**config.mk**
```make
export PLATFORM = sky130hd
export DESIGN_NAME = scsb_exec_unit
export DESIGN_NICKNAME = d
export VERILOG_FILES = /design/src/hw/scsb_pkg.sv /design/src/hw/scsb_cmp_unit.sv /design/src/hw/scsb_exec_unit.sv
export SDC_FILE = /design/constraint.sdc
export NUM_CORES = 1
export LEC_CHECK = 0
export BUFFER_PORTS_ARGS = -buffer_cell sky130_fd_sc_hd__buf_2
export CAP_MARGIN = 5
export CORE_ASPECT_RATIO = 1.5
export CORE_UTILIZATION = 30
export CTS_BUF_LIST = sky130_fd_sc_hd__clkbuf_8
export DETAILED_ROUTE_END_ITERATION = 10
export SLEW_MARGIN = 20
export SYNTH_ARGS = -nofsm -noshare
export SYNTH_HDL_FRONTEND = slang
export SYNTH_SLANG_ARGS = --single-unit
```
**constraint.sdc**
```tcl
create_clock -name i_clk -period 4.1 [get_ports i_clk]
set_input_delay 1.025 -clock i_clk [delete_from_list [all_inputs] [get_ports i_clk]]
set_output_delay 1.025 -clock i_clk [all_outputs]
set_load 0.01 [all_outputs]
```
**src/hw/scsb_pkg.sv**
```systemverilog
`default_nettype none
package scsb_pkg;

	// ------------------------------------------------------------
	// Opcodes
	// ------------------------------------------------------------
	localparam logic [7:0] OP_SIGN_EXTEND_WORD = 8'h99;
	localparam logic [7:0] OP_DECIMAL_ADJUST_ADD = 8'h27;
	localparam logic [7:0] OP_STRING_COMPARE_BYTE = 8'hA6;
	localparam logic [7:0] OP_STRING_COMPARE_WORD = 8'hA7;

	// ------------------------------------------------------------
	// Timing
	// ------------------------------------------------------------
	localparam int unsigned INSTR_CLOCKS = 4;
	localparam logic [2:0] INSTR_CNT_LOAD = 3'(INSTR_CLOCKS - 1);

	// ------------------------------------------------------------
	// Arithmetic constants
	// ------------------------------------------------------------
	localparam logic [7:0] LOW_NIBBLE_MASK = 8'h0F;
	localparam logic [7:0] BCD_DIGIT_MAX = 8'h09;
	localparam logic [7:0] LOW_ADJUST = 8'h06;
	localparam logic [7:0] HIGH_LIMIT = 8'h9F;
	localparam logic [7:0] HIGH_ADJUST = 8'h60;
	localparam logic [15:0] SIGN_FILL_NEG = 16'hFFFF;
	localparam logic [15:0] SIGN_FILL_POS = 16'h0000;
	localparam logic [15:0] STEP_BYTE = 16'h0001;
	localparam logic [15:0] STEP_WORD = 16'h0002;
	localparam logic [15:0] REGS_RESET = 16'h0000;

	// ------------------------------------------------------------
	// Types
	// ------------------------------------------------------------
	typedef enum logic [1:0] {
		PFX_NONE,
		PFX_REPEAT_WHILE_EQUAL,
		PFX_REPEAT_WHILE_UNEQUAL
	} scsb_prefix_t;

	typedef struct packed {
		logic [15:0] accumulator_word;
		logic [15:0] high_data_reg;
		logic [15:0] count_reg;
		logic [15:0] src_index_reg;
		logic [15:0] dest_index_reg;
	} scsb_regs_t;

	typedef struct packed {
		logic overflow_flag;
		logic direction_flag;
		logic interrupt_flag;
		logic trap_flag;
		logic sign_flag;
		logic zero_flag;
		logic auxiliary_carry_flag;
		logic parity_flag;
		logic carry_flag;
	} scsb_flags_t;

	typedef struct packed {
		logic overflow_flag;
		logic sign_flag;
		logic zero_flag;
		logic auxiliary_carry_flag;
		logic parity_flag;
		logic carry_flag;
	} scsb_cmp_flags_t;

endpackage
`default_nettype wire

```
**src/hw/scsb_cmp_unit.sv**
```systemverilog
`timescale 1ns/1ns
`default_nettype none
module scsb_cmp_unit
	import scsb_pkg::*;
(
	input wire logic [15:0] i_src_data,
	input wire logic [15:0] i_dst_data,
	input wire logic i_word,
	output var scsb_cmp_flags_t o_flags
);

	logic [16:0] diff_w;
	logic [8:0] diff_b;
	logic [4:0] diff_n;

	// ------------------------------------------------------------
	// Source minus destination, difference discarded
	// ------------------------------------------------------------
	assign diff_w = {1'b0, i_src_data} - {1'b0, i_dst_data};
	assign diff_b = {1'b0, i_src_data[7:0]} - {1'b0, i_dst_data[7:0]};
	assign diff_n = {1'b0, i_src_data[3:0]} - {1'b0, i_dst_data[3:0]};

	always_comb begin
		if (i_word) begin
			o_flags.carry_flag = diff_w[16];
			o_flags.sign_flag = diff_w[15];
			o_flags.zero_flag = (diff_w[15:0] == 16'h0000);
			o_flags.overflow_flag = (i_src_data[15] ^ i_dst_data[15])
				& (i_src_data[15] ^ diff_w[15]);
		end else begin
			o_flags.carry_flag = diff_b[8];
			o_flags.sign_flag = diff_b[7];
			o_flags.zero_flag = (diff_b[7:0] == 8'h00);
			o_flags.overflow_flag = (i_src_data[7] ^ i_dst_data[7])
				& (i_src_data[7] ^ diff_b[7]);
		end
		o_flags.auxiliary_carry_flag = diff_n[4];
		o_flags.parity_flag = ~^diff_b[7:0];
	end

endmodule
`default_nettype wire

```
**src/hw/scsb_exec_unit.sv**
```systemverilog
// Overview of operation
// - Repeat-equal compares in the direction flag's direction, stops on mismatch
// - All pairs matched under repeat-equal: zero set
// - No pair matched under repeat-unequal: zero clear
// - String op steps index registers after each compare, not with a zero repeat count
// - Sign extend decoded from 99, four clocks
// - High data gets accumulator sign fill
// - Sign extend leaves all flags unchanged
// - Decimal adjust decoded from 27, four clocks
// - Low nibble over nine or aux: add six
// - Byte after low adjust over 9F or carry: add 60
// - Indexes step by size, direction picks sign
// - Compare subtracts destination from source, flags only
`timescale 1ns/1ns
`default_nettype none
module scsb_exec_unit
	import scsb_pkg::*;
(
	input wire logic i_clk,
	input wire logic i_arst_n,
	input wire logic i_start,
	input wire logic [7:0] i_opcode,
	input wire scsb_prefix_t i_prefix,
	input wire scsb_regs_t i_regs,
	input wire scsb_flags_t i_flags,
	input wire logic i_mem_valid,
	input wire logic [15:0] i_src_data,
	input wire logic [15:0] i_dst_data,
	output var scsb_regs_t o_regs,
	output var scsb_flags_t o_flags,
	output logic o_busy,
	output logic o_done,
	output logic o_mem_req,
	output logic o_mem_word,
	output logic [15:0] o_src_addr,
	output logic [15:0] o_dst_addr
);

	// ------------------------------------------------------------
	// State
	// ------------------------------------------------------------
	typedef enum logic [2:0] {
		ST_IDLE,
		ST_FIXED,
		ST_CMP_ISSUE,
		ST_CMP_WAIT
	} scsb_state_t;

	scsb_state_t state_ff, nxt_state;
	scsb_regs_t regs_ff, nxt_regs;
	scsb_flags_t flags_ff, nxt_flags;
	scsb_prefix_t prefix_ff, nxt_prefix;
	logic [7:0] opcode_ff, nxt_opcode;
	logic [2:0] cnt_ff, nxt_cnt;
	logic done_ff, nxt_done;
	logic req_ff, nxt_req;
	logic word_ff, nxt_word;
	logic busy_ff, nxt_busy;
	scsb_cmp_flags_t cmp_flags;
	logic elem_done;
	logic [15:0] step;
	logic [7:0] adj_low;
	logic [7:0] adj_byte;
	logic stop_rep;

	scsb_cmp_unit u_cmp (
		.i_src_data(i_src_data),
		.i_dst_data(i_dst_data),
		.i_word(word_ff),
		.o_flags(cmp_flags)
	);

	// ------------------------------------------------------------
	// Next state
	// ------------------------------------------------------------
	assign elem_done = (state_ff == ST_CMP_WAIT) && req_ff && i_mem_valid;

	always_comb begin
		nxt_state = state_ff;
		nxt_regs = regs_ff;
		nxt_flags = flags_ff;
		nxt_prefix = prefix_ff;
		nxt_opcode = opcode_ff;
		nxt_cnt = cnt_ff;
		nxt_done = 1'b0;
		nxt_req = 1'b0;
		nxt_word = word_ff;
		step = word_ff ? STEP_WORD : STEP_BYTE;
		adj_low = regs_ff.accumulator_word[7:0];
		adj_byte = adj_low;
		stop_rep = 1'b0;
		case (state_ff)
			ST_IDLE: begin
				if (i_start) begin
					nxt_regs = i_regs;
					nxt_flags = i_flags;
					nxt_prefix = i_prefix;
					nxt_opcode = i_opcode;
					nxt_word = (i_opcode == OP_STRING_COMPARE_WORD);
					if (i_opcode == OP_STRING_COMPARE_BYTE
						|| i_opcode == OP_STRING_COMPARE_WORD) begin
						if (i_prefix != PFX_NONE && i_regs.count_reg == REGS_RESET) begin
							nxt_done = 1'b1;
						end else begin
							nxt_state = ST_CMP_ISSUE;
						end
					end else if (i_opcode == OP_SIGN_EXTEND_WORD
						|| i_opcode == OP_DECIMAL_ADJUST_ADD) begin
						nxt_state = ST_FIXED;
						nxt_cnt = INSTR_CNT_LOAD;
					end else begin
						nxt_done = 1'b1;
					end
				end
			end
			ST_FIXED: begin
				if (cnt_ff != 3'h0) begin
					nxt_cnt = cnt_ff - 3'h1;
				end else begin
					nxt_state = ST_IDLE;
					nxt_done = 1'b1;
					if (opcode_ff == OP_SIGN_EXTEND_WORD) begin
						// Flags deliberately untouched
						nxt_regs.high_data_reg = regs_ff.accumulator_word[15]
							? SIGN_FILL_NEG : SIGN_FILL_POS;
					end else begin
						if ((adj_low & LOW_NIBBLE_MASK) > BCD_DIGIT_MAX
							|| flags_ff.auxiliary_carry_flag) begin
							adj_byte = adj_low + LOW_ADJUST;
							nxt_flags.auxiliary_carry_flag = 1'b1;
						end else begin
							nxt_flags.auxiliary_carry_flag = 1'b0;
						end
						if (adj_byte > HIGH_LIMIT || flags_ff.carry_flag) begin
							adj_byte = adj_byte + HIGH_ADJUST;
							nxt_flags.carry_flag = 1'b1;
						end else begin
							nxt_flags.carry_flag = 1'b0;
						end
						nxt_regs.accumulator_word[7:0] = adj_byte;
					end
				end
			end
			ST_CMP_ISSUE: begin
				nxt_req = 1'b1;
				nxt_state = ST_CMP_WAIT;
			end
			ST_CMP_WAIT: begin
				nxt_req = 1'b1;
				if (elem_done) begin
					nxt_req = 1'b0;
					nxt_flags.overflow_flag = cmp_flags.overflow_flag;
					nxt_flags.sign_flag = cmp_flags.sign_flag;
					nxt_flags.zero_flag = cmp_flags.zero_flag;
					nxt_flags.auxiliary_carry_flag = cmp_flags.auxiliary_carry_flag;
					nxt_flags.parity_flag = cmp_flags.parity_flag;
					nxt_flags.carry_flag = cmp_flags.carry_flag;
					if (flags_ff.direction_flag) begin
						nxt_regs.src_index_reg = regs_ff.src_index_reg - step;
						nxt_regs.dest_index_reg = regs_ff.dest_index_reg - step;
					end else begin
						nxt_regs.src_index_reg = regs_ff.src_index_reg + step;
						nxt_regs.dest_index_reg = regs_ff.dest_index_reg + step;
					end
					if (prefix_ff == PFX_NONE) begin
						stop_rep = 1'b1;
					end else begin
						nxt_regs.count_reg = regs_ff.count_reg - 16'h0001;
						stop_rep = (nxt_regs.count_reg == REGS_RESET)
							|| (prefix_ff == PFX_REPEAT_WHILE_EQUAL
								&& !cmp_flags.zero_flag)
							|| (prefix_ff == PFX_REPEAT_WHILE_UNEQUAL
								&& cmp_flags.zero_flag);
					end
					if (stop_rep) begin
						nxt_state = ST_IDLE;
						nxt_done = 1'b1;
					end else begin
						nxt_state = ST_CMP_ISSUE;
					end
				end
			end
			default: begin
				nxt_state = ST_IDLE;
			end
		endcase
		nxt_busy = (nxt_state != ST_IDLE);
	end

	// ------------------------------------------------------------
	// Registers
	// ------------------------------------------------------------
	always_ff @(posedge i_clk or negedge i_arst_n) begin
		if (!i_arst_n) begin
			state_ff <= ST_IDLE;
			regs_ff <= '0;
			flags_ff <= '0;
			prefix_ff <= PFX_NONE;
			opcode_ff <= 8'h00;
			cnt_ff <= 3'h0;
			done_ff <= 1'b0;
			req_ff <= 1'b0;
			word_ff <= 1'b0;
			busy_ff <= 1'b0;
		end else begin
			state_ff <= nxt_state;
			regs_ff <= nxt_regs;
			flags_ff <= nxt_flags;
			prefix_ff <= nxt_prefix;
			opcode_ff <= nxt_opcode;
			cnt_ff <= nxt_cnt;
			done_ff <= nxt_done;
			req_ff <= nxt_req;
			word_ff <= nxt_word;
			busy_ff <= nxt_busy;
		end
	end

	assign o_regs = regs_ff;
	assign o_flags = flags_ff;
	assign o_busy = busy_ff;
	assign o_done = done_ff;
	assign o_mem_req = req_ff;
	assign o_mem_word = word_ff;
	assign o_src_addr = regs_ff.src_index_reg;
	assign o_dst_addr = regs_ff.dest_index_reg;

	logic start_idle;
	assign start_idle = i_start && (state_ff == ST_IDLE);
endmodule
`default_nettype wire

```
Word-level counts from Yosys, hierarchy flattened
Index checks and enable logic that the tools add are counted.
{"block": "word_totals", "register_bits": 109, "latch_bits": 0, "ram_bits": 0, "romBits": 0, "output_inout_bits": 125, "wordCells": 151, "n_memories": 0}
{"block": "op_classes", "addsub": 11, "mul": 0, "div": 0, "magnitude_cmp": 2, "eq_ne": 19, "shift": 0, "n_mux": 58, "bitwise": 6, "reduce_logical": 32}
{"operator": "case mux 48 bit (2 select lines)", "n": 1}
{"operator": "2-to-1 mux 72 bit", "n": 1}
{"operator": "logical NOT 16 bit", "n": 3}
{"operator": "2-to-1 mux 16 bit", "n": 3}
{"operator": "2-to-1 mux 48 bit", "n": 1}
{"operator": "2-to-1 mux 8 bit", "n": 6}
{"operator": "case mux 24 bit (2 select lines)", "n": 1}
{"operator": "2-to-1 mux 3 bit", "n": 11}
{"operator": "adder 16 x 2 -> 16 bit", "n": 2}
{"operator": "== test 8 bit, second input constant", "n": 4}
{"operator": "2-to-1 mux 32 bit", "n": 1}
{"operator": "subtractor 16 x 2 -> 16 bit", "n": 2}
{"operator": "2-to-1 mux 24 bit", "n": 1}
{"operator": "2-to-1 mux 1 bit", "n": 19}
{"operator": "inequality test 2 bit, second input constant", "n": 9}
{"operator": "subtractor 16 x 16 -> 17 bit", "n": 1}
{"operator": "subtractor 16 x 1 -> 16 bit, second input constant", "n": 1}
{"operator": "case mux 3 bit (4 select lines)", "n": 1}
{"operator": "AND reduction 4 bit", "n": 3}
{"operator": "AND reduction 5 bit", "n": 2}
{"operator": "2-to-1 mux 9 bit", "n": 1}
{"operator": "case mux 1 bit (3 select lines)", "n": 3}
{"operator": "nonzero test 3 bit", "n": 3}
{"operator": "subtractor 8 x 8 -> 9 bit", "n": 1}
{"operator": "28 further kinds", "n": 47}

Depth between registers and ports, before layout
{"block": "logic_depth", "depth_word": 15, "depth_mapped": 14, "mapped_depth_nobuf": 14}

Hierarchy
Synthesis repeated with hierarchy kept, for this count alone.
{"block": "hier_totals", "hier_cells": 950, "hier_area_um2": 8067.7}
{"module": "scsb_exec_unit", "n_inst": 1, "cells_per_inst": 811, "area_each_um2": 7059.3, "seq_area_each_um2": 2727.6}
{"module": "scsb_cmp_unit", "n_inst": 1, "cells_per_inst": 139, "area_each_um2": 1008.5, "seq_area_each_um2": 0.0}

Worst setup path after synthesis
Ideal clock, no wire load.
{"block": "synth_path", "path_kind": "input-to-reg", "from": "input i_dst_data[4]", "to": "register done_ff, in the netlist o_done", "t_arrival_ps": 3597, "required_time_ps": 3982, "path_slack_ps": 385, "stages": 13, "n_path_buf": 0, "path_cell_list": "inv_1 -> ha_1 -> a21o_1 -> or3_1 -> o22a_2 -> xnor2_1 -> ha_1 -> nand4_1 -> nor4_2 -> o2111ai_1 -> o21ai_2 -> mux2_4 -> a21o_1"}
{"block": "synth_between", "elab_chain_cells": 13, "word_cells_on_any_way": 16, "classes_between": "add/sub (2); mux (7); reduce/logical (7)"}
{"element": "start: declaration", "line": "scsb_exec_unit.sv:28", "source": "input wire logic [15:0] i_dst_data,"}
{"element": "subtractor 16 x 16 -> 17 bit or subtractor 8 x 8 -> 9 bit (tied branches)", "line": "scsb_cmp_unit.sv:19, scsb_cmp_unit.sv:20"}
{"element": "logical NOT 16 bit or logical NOT 8 bit (tied branches)", "line": "scsb_cmp_unit.sv:27, scsb_cmp_unit.sv:33"}
{"element": "2-to-1 mux 3 bit *", "line": "scsb_cmp_unit.sv:24", "source": "if (i_word) begin"}
{"element": "logical NOT 1 bit", "line": "scsb_exec_unit.sv:171", "source": "&& !cmp_flags.zero_flag)"}
{"element": "logical AND 1 bit", "line": "scsb_exec_unit.sv:171"}
{"element": "logical OR 1 bit", "line": "scsb_exec_unit.sv:170", "source": "|| (prefix_ff == PFX_REPEAT_WHILE_EQUAL"}
{"element": "logical OR 1 bit *", "line": "scsb_exec_unit.sv:172", "source": "|| (prefix_ff == PFX_REPEAT_WHILE_UNEQUAL"}
{"element": "2-to-1 mux 1 bit *", "line": "scsb_exec_unit.sv:165", "source": "if (prefix_ff == PFX_NONE) begin"}
{"element": "2-to-1 mux 1 bit *", "line": "scsb_exec_unit.sv:150", "source": "if (elem_done) begin"}
{"element": "2-to-1 mux 1 bit *", "line": "scsb_exec_unit.sv:92", "source": "case (state_ff)"}
{"element": "2-to-1 mux 1 bit *", "line": "scsb_exec_unit.sv:175", "source": "if (stop_rep) begin"}
{"element": "2-to-1 mux 1 bit *", "line": "scsb_exec_unit.sv:150"}
{"element": "case mux 1 bit (3 select lines) *", "line": "scsb_exec_unit.sv:92"}
{"element": "net nxt_done", "line": "scsb_exec_unit.sv:55", "source": "logic done_ff, nxt_done;"}
{"element": "end signal: assignment", "line": "scsb_exec_unit.sv:212", "source": "done_ff <= nxt_done;"}
{"element": "end: declaration", "line": "scsb_exec_unit.sv:55"}
Mark *: on every way through the listed nets, which the timed path passes. The rest lies on a longest branch. The select of a mux whose other input is x is not followed.
A chain may end at the register's enable or synchronous reset.

Worst setup path in the final report
{"block": "layout_path", "from": "register word_ff, in the netlist o_mem_word", "to": "register regs_ff (netlist bit o_src_addr[14])"}
{"block": "layout_between", "elab_chain_cells": 5, "word_cells_on_any_way": 6, "classes_between": "add/sub (2); mux (4)"}
{"element": "start: declaration", "line": "scsb_exec_unit.sv:57", "source": "logic word_ff, nxt_word;"}
{"element": "start signal: assignment", "line": "scsb_exec_unit.sv:214", "source": "word_ff <= nxt_word;"}
{"element": "2-to-1 mux 2 bit *", "line": "scsb_exec_unit.sv:88", "source": "step = word_ff ? STEP_WORD : STEP_BYTE;"}
{"element": "adder 16 x 2 -> 16 bit or subtractor 16 x 2 -> 16 bit (tied branches)", "line": "scsb_exec_unit.sv:162, scsb_exec_unit.sv:159"}
{"element": "2-to-1 mux 32 bit *", "line": "scsb_exec_unit.sv:158", "source": "if (flags_ff.direction_flag) begin"}
{"element": "2-to-1 mux 48 bit *", "line": "scsb_exec_unit.sv:150"}
{"element": "case mux 48 bit (2 select lines) *", "line": "scsb_exec_unit.sv:92"}
{"element": "end signal: assignment", "line": "scsb_exec_unit.sv:207", "source": "regs_ff <= nxt_regs;"}
{"element": "end: declaration", "line": "scsb_exec_unit.sv:50", "source": "scsb_regs_t regs_ff, nxt_regs;"}
Mark *: on every way between the ends. The rest lies on a longest branch, timed or not. The select of a mux whose other input is x is not followed.

==> impl_metrics.py <==
metrics = {
    "route": {
        "postRouteAntennaNets": 0,
        "drc": 0,
        "met2_length_um": 12980,
        "wl_met1_um": 9980,
        "routed.top_layer": "met4",
        "routed_via_density": 5.017,
        "met3WireLength_um": 903,
        "drt_iter0_drc": 397,
        "num_vias": 7902,
        "wl_per_cell_um": 15.46,
        "drtPass1Iterations": 4,
        "wl_um": 24340,
    },
    "clocking": {
        "hold_buffers": 0,
        "cts-buffers-inserted": 9,
        "clk_path_buf_depth": 2,
        "h-tree-depth": 3,
        "clkTransAtPathRegs_ps": 110,
        "cts_num_sinks": 109,
        "postCtsSetupBuffers": 0,
        "cts_tree": "yes",
        "ctsResizeCount": 0,
        "clock_latency_ps": 410,
        "cts-root-buf": "clkbuf_8",
    },
    "finish": {
        "drive_gt1_frac": 0.2516,
        "final_nets": 1426,
        "area_growth_syn_to_layout_pct": 20.32,
        "fill_cells": 2838,
        "fin_cells": 1575,
        "seq_area_um2": 2728,
        "finalInstanceArea_um2": 9704,
        "multiInputGateArea_um2": 4771,
    },
    "grt": {
        "grt_overflow": 0,
        "grt.total_usage": 0.1779,
        "grt_max_degree": 52,
        "antenna_found_initial": 2,
        "first_global_vias": 7655,
        "grt_pass1_wl_um": 38620,
    },
    "floorplan": {
        "core_area_um2": 26490,
        "row_count": 73,
        "die_h_um": 202.8,
        "io_pins": 260,
        "dieArea_um2": 27560,
        "die_w_um": 135.9,
        "initial_core_util": 0.3045,
    },
    "setup_path": {
        "reg2regPathDepth": 14,
        "critPathLaunchType": "register",
        "cp-end-kind": "register",
        "cp.required_ps": 4430,
        "r2r_end": "o_src_addr[14]",
        "path_delay_family": "compound AO/OA/AOI/OAI gates",
        "path_buf_inv": 2,
        "r2r_slack_ps": 560,
        "critical-path-slowest-cell": "dfrtp_1",
        "reg2reg_from": "o_mem_word",
        "path_class": "register to register",
        "cp.arrival_ps": 3880,
        "crit_chain": "inv_1 > ha_1 > inv_1 > fa_1 > a21o_1 > a21oi_1 > o21ai_0 > a31oi_1 > o21ai_0 > o41ai_1 > o21ai_0 > xnor2_1 > nand2_1 > a31oi_1",
        "crit_cells": 14,
        "crit_start": "o_mem_word",
        "max_stage_delay_ps": 530,
        "crit_fanout": 9,
        "cp_common_cell": "o21ai_0",
        "crit_end": "o_src_addr[14]",
    },
    "logic_synthesis": {
        "synth_edf_count": 0,
        "postSynth.asyncResetShare": 1.000,
        "synth_cells": 1022,
        "yosysSeqAreaShare": 0.3382,
        "synth_cell_types": 67,
        "synthesis.area_um2": 8065,
        "yosys-top-cells-count": "nand2_1 (136), nor2_1 (120), a21oi_1 (113), dfrtp_1 (109), o21ai_0 (67)",
        "syn_avg_cell_area_um2": 7.892,
        "synth_top_area_cell": "dfrtp_1",
        "ys_seq_elements": 109,
        "ys_dominant_reg_cell": "dfrtp_1",
        "yosysMostFrequentCell": "nand2_1",
        "ys_top_cells_by_area": "dfrtp_1 (34%), ha_1 (8.8%), a21oi_1 (7.0%)",
        "syn_nets": 1217,
        "yosys_warnings": 0,
        "synth_top_area_share": 0.3382,
    },
    "timing": {
        "setup_viol": 0,
        "fmax_ghz": 0.2822,
        "maxSlewViolCount": 0,
        "skew_ps": 13.45,
        "fin_crit_sh": 0.8642,
        "maxSlewHeadroom": 0.3553,
        "fin_setup_tns_ps": 0,
        "hold_violations": 0,
        "fin_crit_ps": 3543,
        "tightest_slew_ps": 967.0,
        "rsz0062_at_grt": "false",
        "whs_ps": 480.8,
    },
    "placed_design": {
        "gp_congestion": 0.8436,
        "post_dp_cell_area_um2": 9523,
        "hpwl_um": 18840,
        "portBuffers": 259,
        "dp_cells": 1557,
    },
    "job": {
        "cap_violations": 0,
    },
    "power": {
        "power_density_nw_per_um2": 376.2,
        "p_leak_nw": 4.706,
        "ir_drop_uv": 138.3,
    },
    "run_status": {
        "status": "finished clean",
    },
    "worst_hold_path": {
        "hp-class": "register to register",
    },
}
## worst min path at each step
stage / start / endpoint / slack, ps / cells after the start
after global placement: o_regs[76] / o_regs[76] / 450 / 2
final: opcode_ff[7] / opcode_ff[7] / 480 / 2
after global routing: opcode_ff[7] / opcode_ff[7] / 500 / 2
after CTS: opcode_ff[7] / opcode_ff[7] / 480 / 2
after floorplan: opcode_ff[4] / opcode_ff[4] / 440 / 2
after detailed placement: opcode_ff[7] / opcode_ff[7] / 460 / 2
## through the flow
| step | worst slack, ps | power, mW | utilization |
|---|---|---|---|
| after floorplan | 384.7 | 2.545 | - |
| after global placement | 148.6 | 2.999 | 0.3595 |
| after detailed placement | 177.3 | 3.028 | 0.3595 |
| after CTS | 492.8 | 3.705 | 0.3662 |
| after global routing | 271.6 | 3.959 | 0.3663 |
| final | 556.6 | 3.651 | 0.3664 |
## layer usage
metal | vias to the layer above | global-route usage
met5 | - | 0
met4 | 0 | 0.06111
met3 | 27 | 0.02722
met2 | 161 | 0.3338
met1 | 3744 | 0.1995
li1 | 3970 | -
## layout make-up
type | count | share of cell area
Clock inverter | 6 | 0.003997
Tap cell | 337 | 0.04345
Inverter | 47 | 0.01818
Multi-Input combinational cell | 788 | 0.4916
Sequential cell | 109 | 0.2811
Clock buffer | 10 | 0.01418
Antenna cell | 2 | 0.0005157
Timing Repair Buffer | 276 | 0.1470
## registers in the layout, summed over array words and instances (netlist names)
name / flops
o_busy: 1
prefix_ff: 2
state_ff: 3
o_mem_word: 1
o_done: 1
o_flags: 9
cnt_ff: 3
o_regs: 48
o_src_addr: 16
opcode_ff: 8
o_dst_addr: 16
o_mem_req: 1
## report_power, final
part	internal, mW	switching, mW
sequential	1.24	0.165
clock	0.238	0.419
combinational	0.706	0.879
total	2.19	1.46
## cells in the final DEF (no fill, tap or decap), types with 5 or more instances in the layout
cell type    n
buf_2      258
nand2_1    135
nor2_1     118
a21oi_1    113
dfrtp_1    109
o21ai_0     67
ha_1        57
inv_1       48
xnor2_1     30
nor3_1      22
a31oi_1     19
nand3_1     19
xor2_1      18
buf_4       18
nand2b_1    11
a21o_1      11
o21ai_1     11
clkbuf_8    10
nor4_1       9
o22ai_1      9
or3_1        8
and3_1       8
a22oi_1      8
nor2b_1      7
o211ai_1     7
o21a_1       7
a211oi_1     7
and2_1       6
nand4_1      5
mux2i_1      5
## logic make-up after synthesis
group,share of synthesized area
other,0.0004650
adder cells (fa/ha/maj),0.09587
XOR/XNOR,0.05212
multiplexers,0.008067
AO/OA/AOI/OAI,0.2240
flip-flops,0.3382
buffers and inverters,0.07307
AND/OR/NAND/NOR,0.2082
## worst register-to-register path, stage by stage (launching register included)
cell	delay [ps]
dfrtp_1	530
inv_1	260
ha_1	230
inv_1	60
fa_1	400
a21o_1	180
a21oi_1	220
o21ai_0	160
a31oi_1	260
o21ai_0	160
o41ai_1	440
o21ai_0	180
xnor2_1	160
nand2_1	60
a31oi_1	160
No activity file was read; power rests on OpenSTA's default activity.
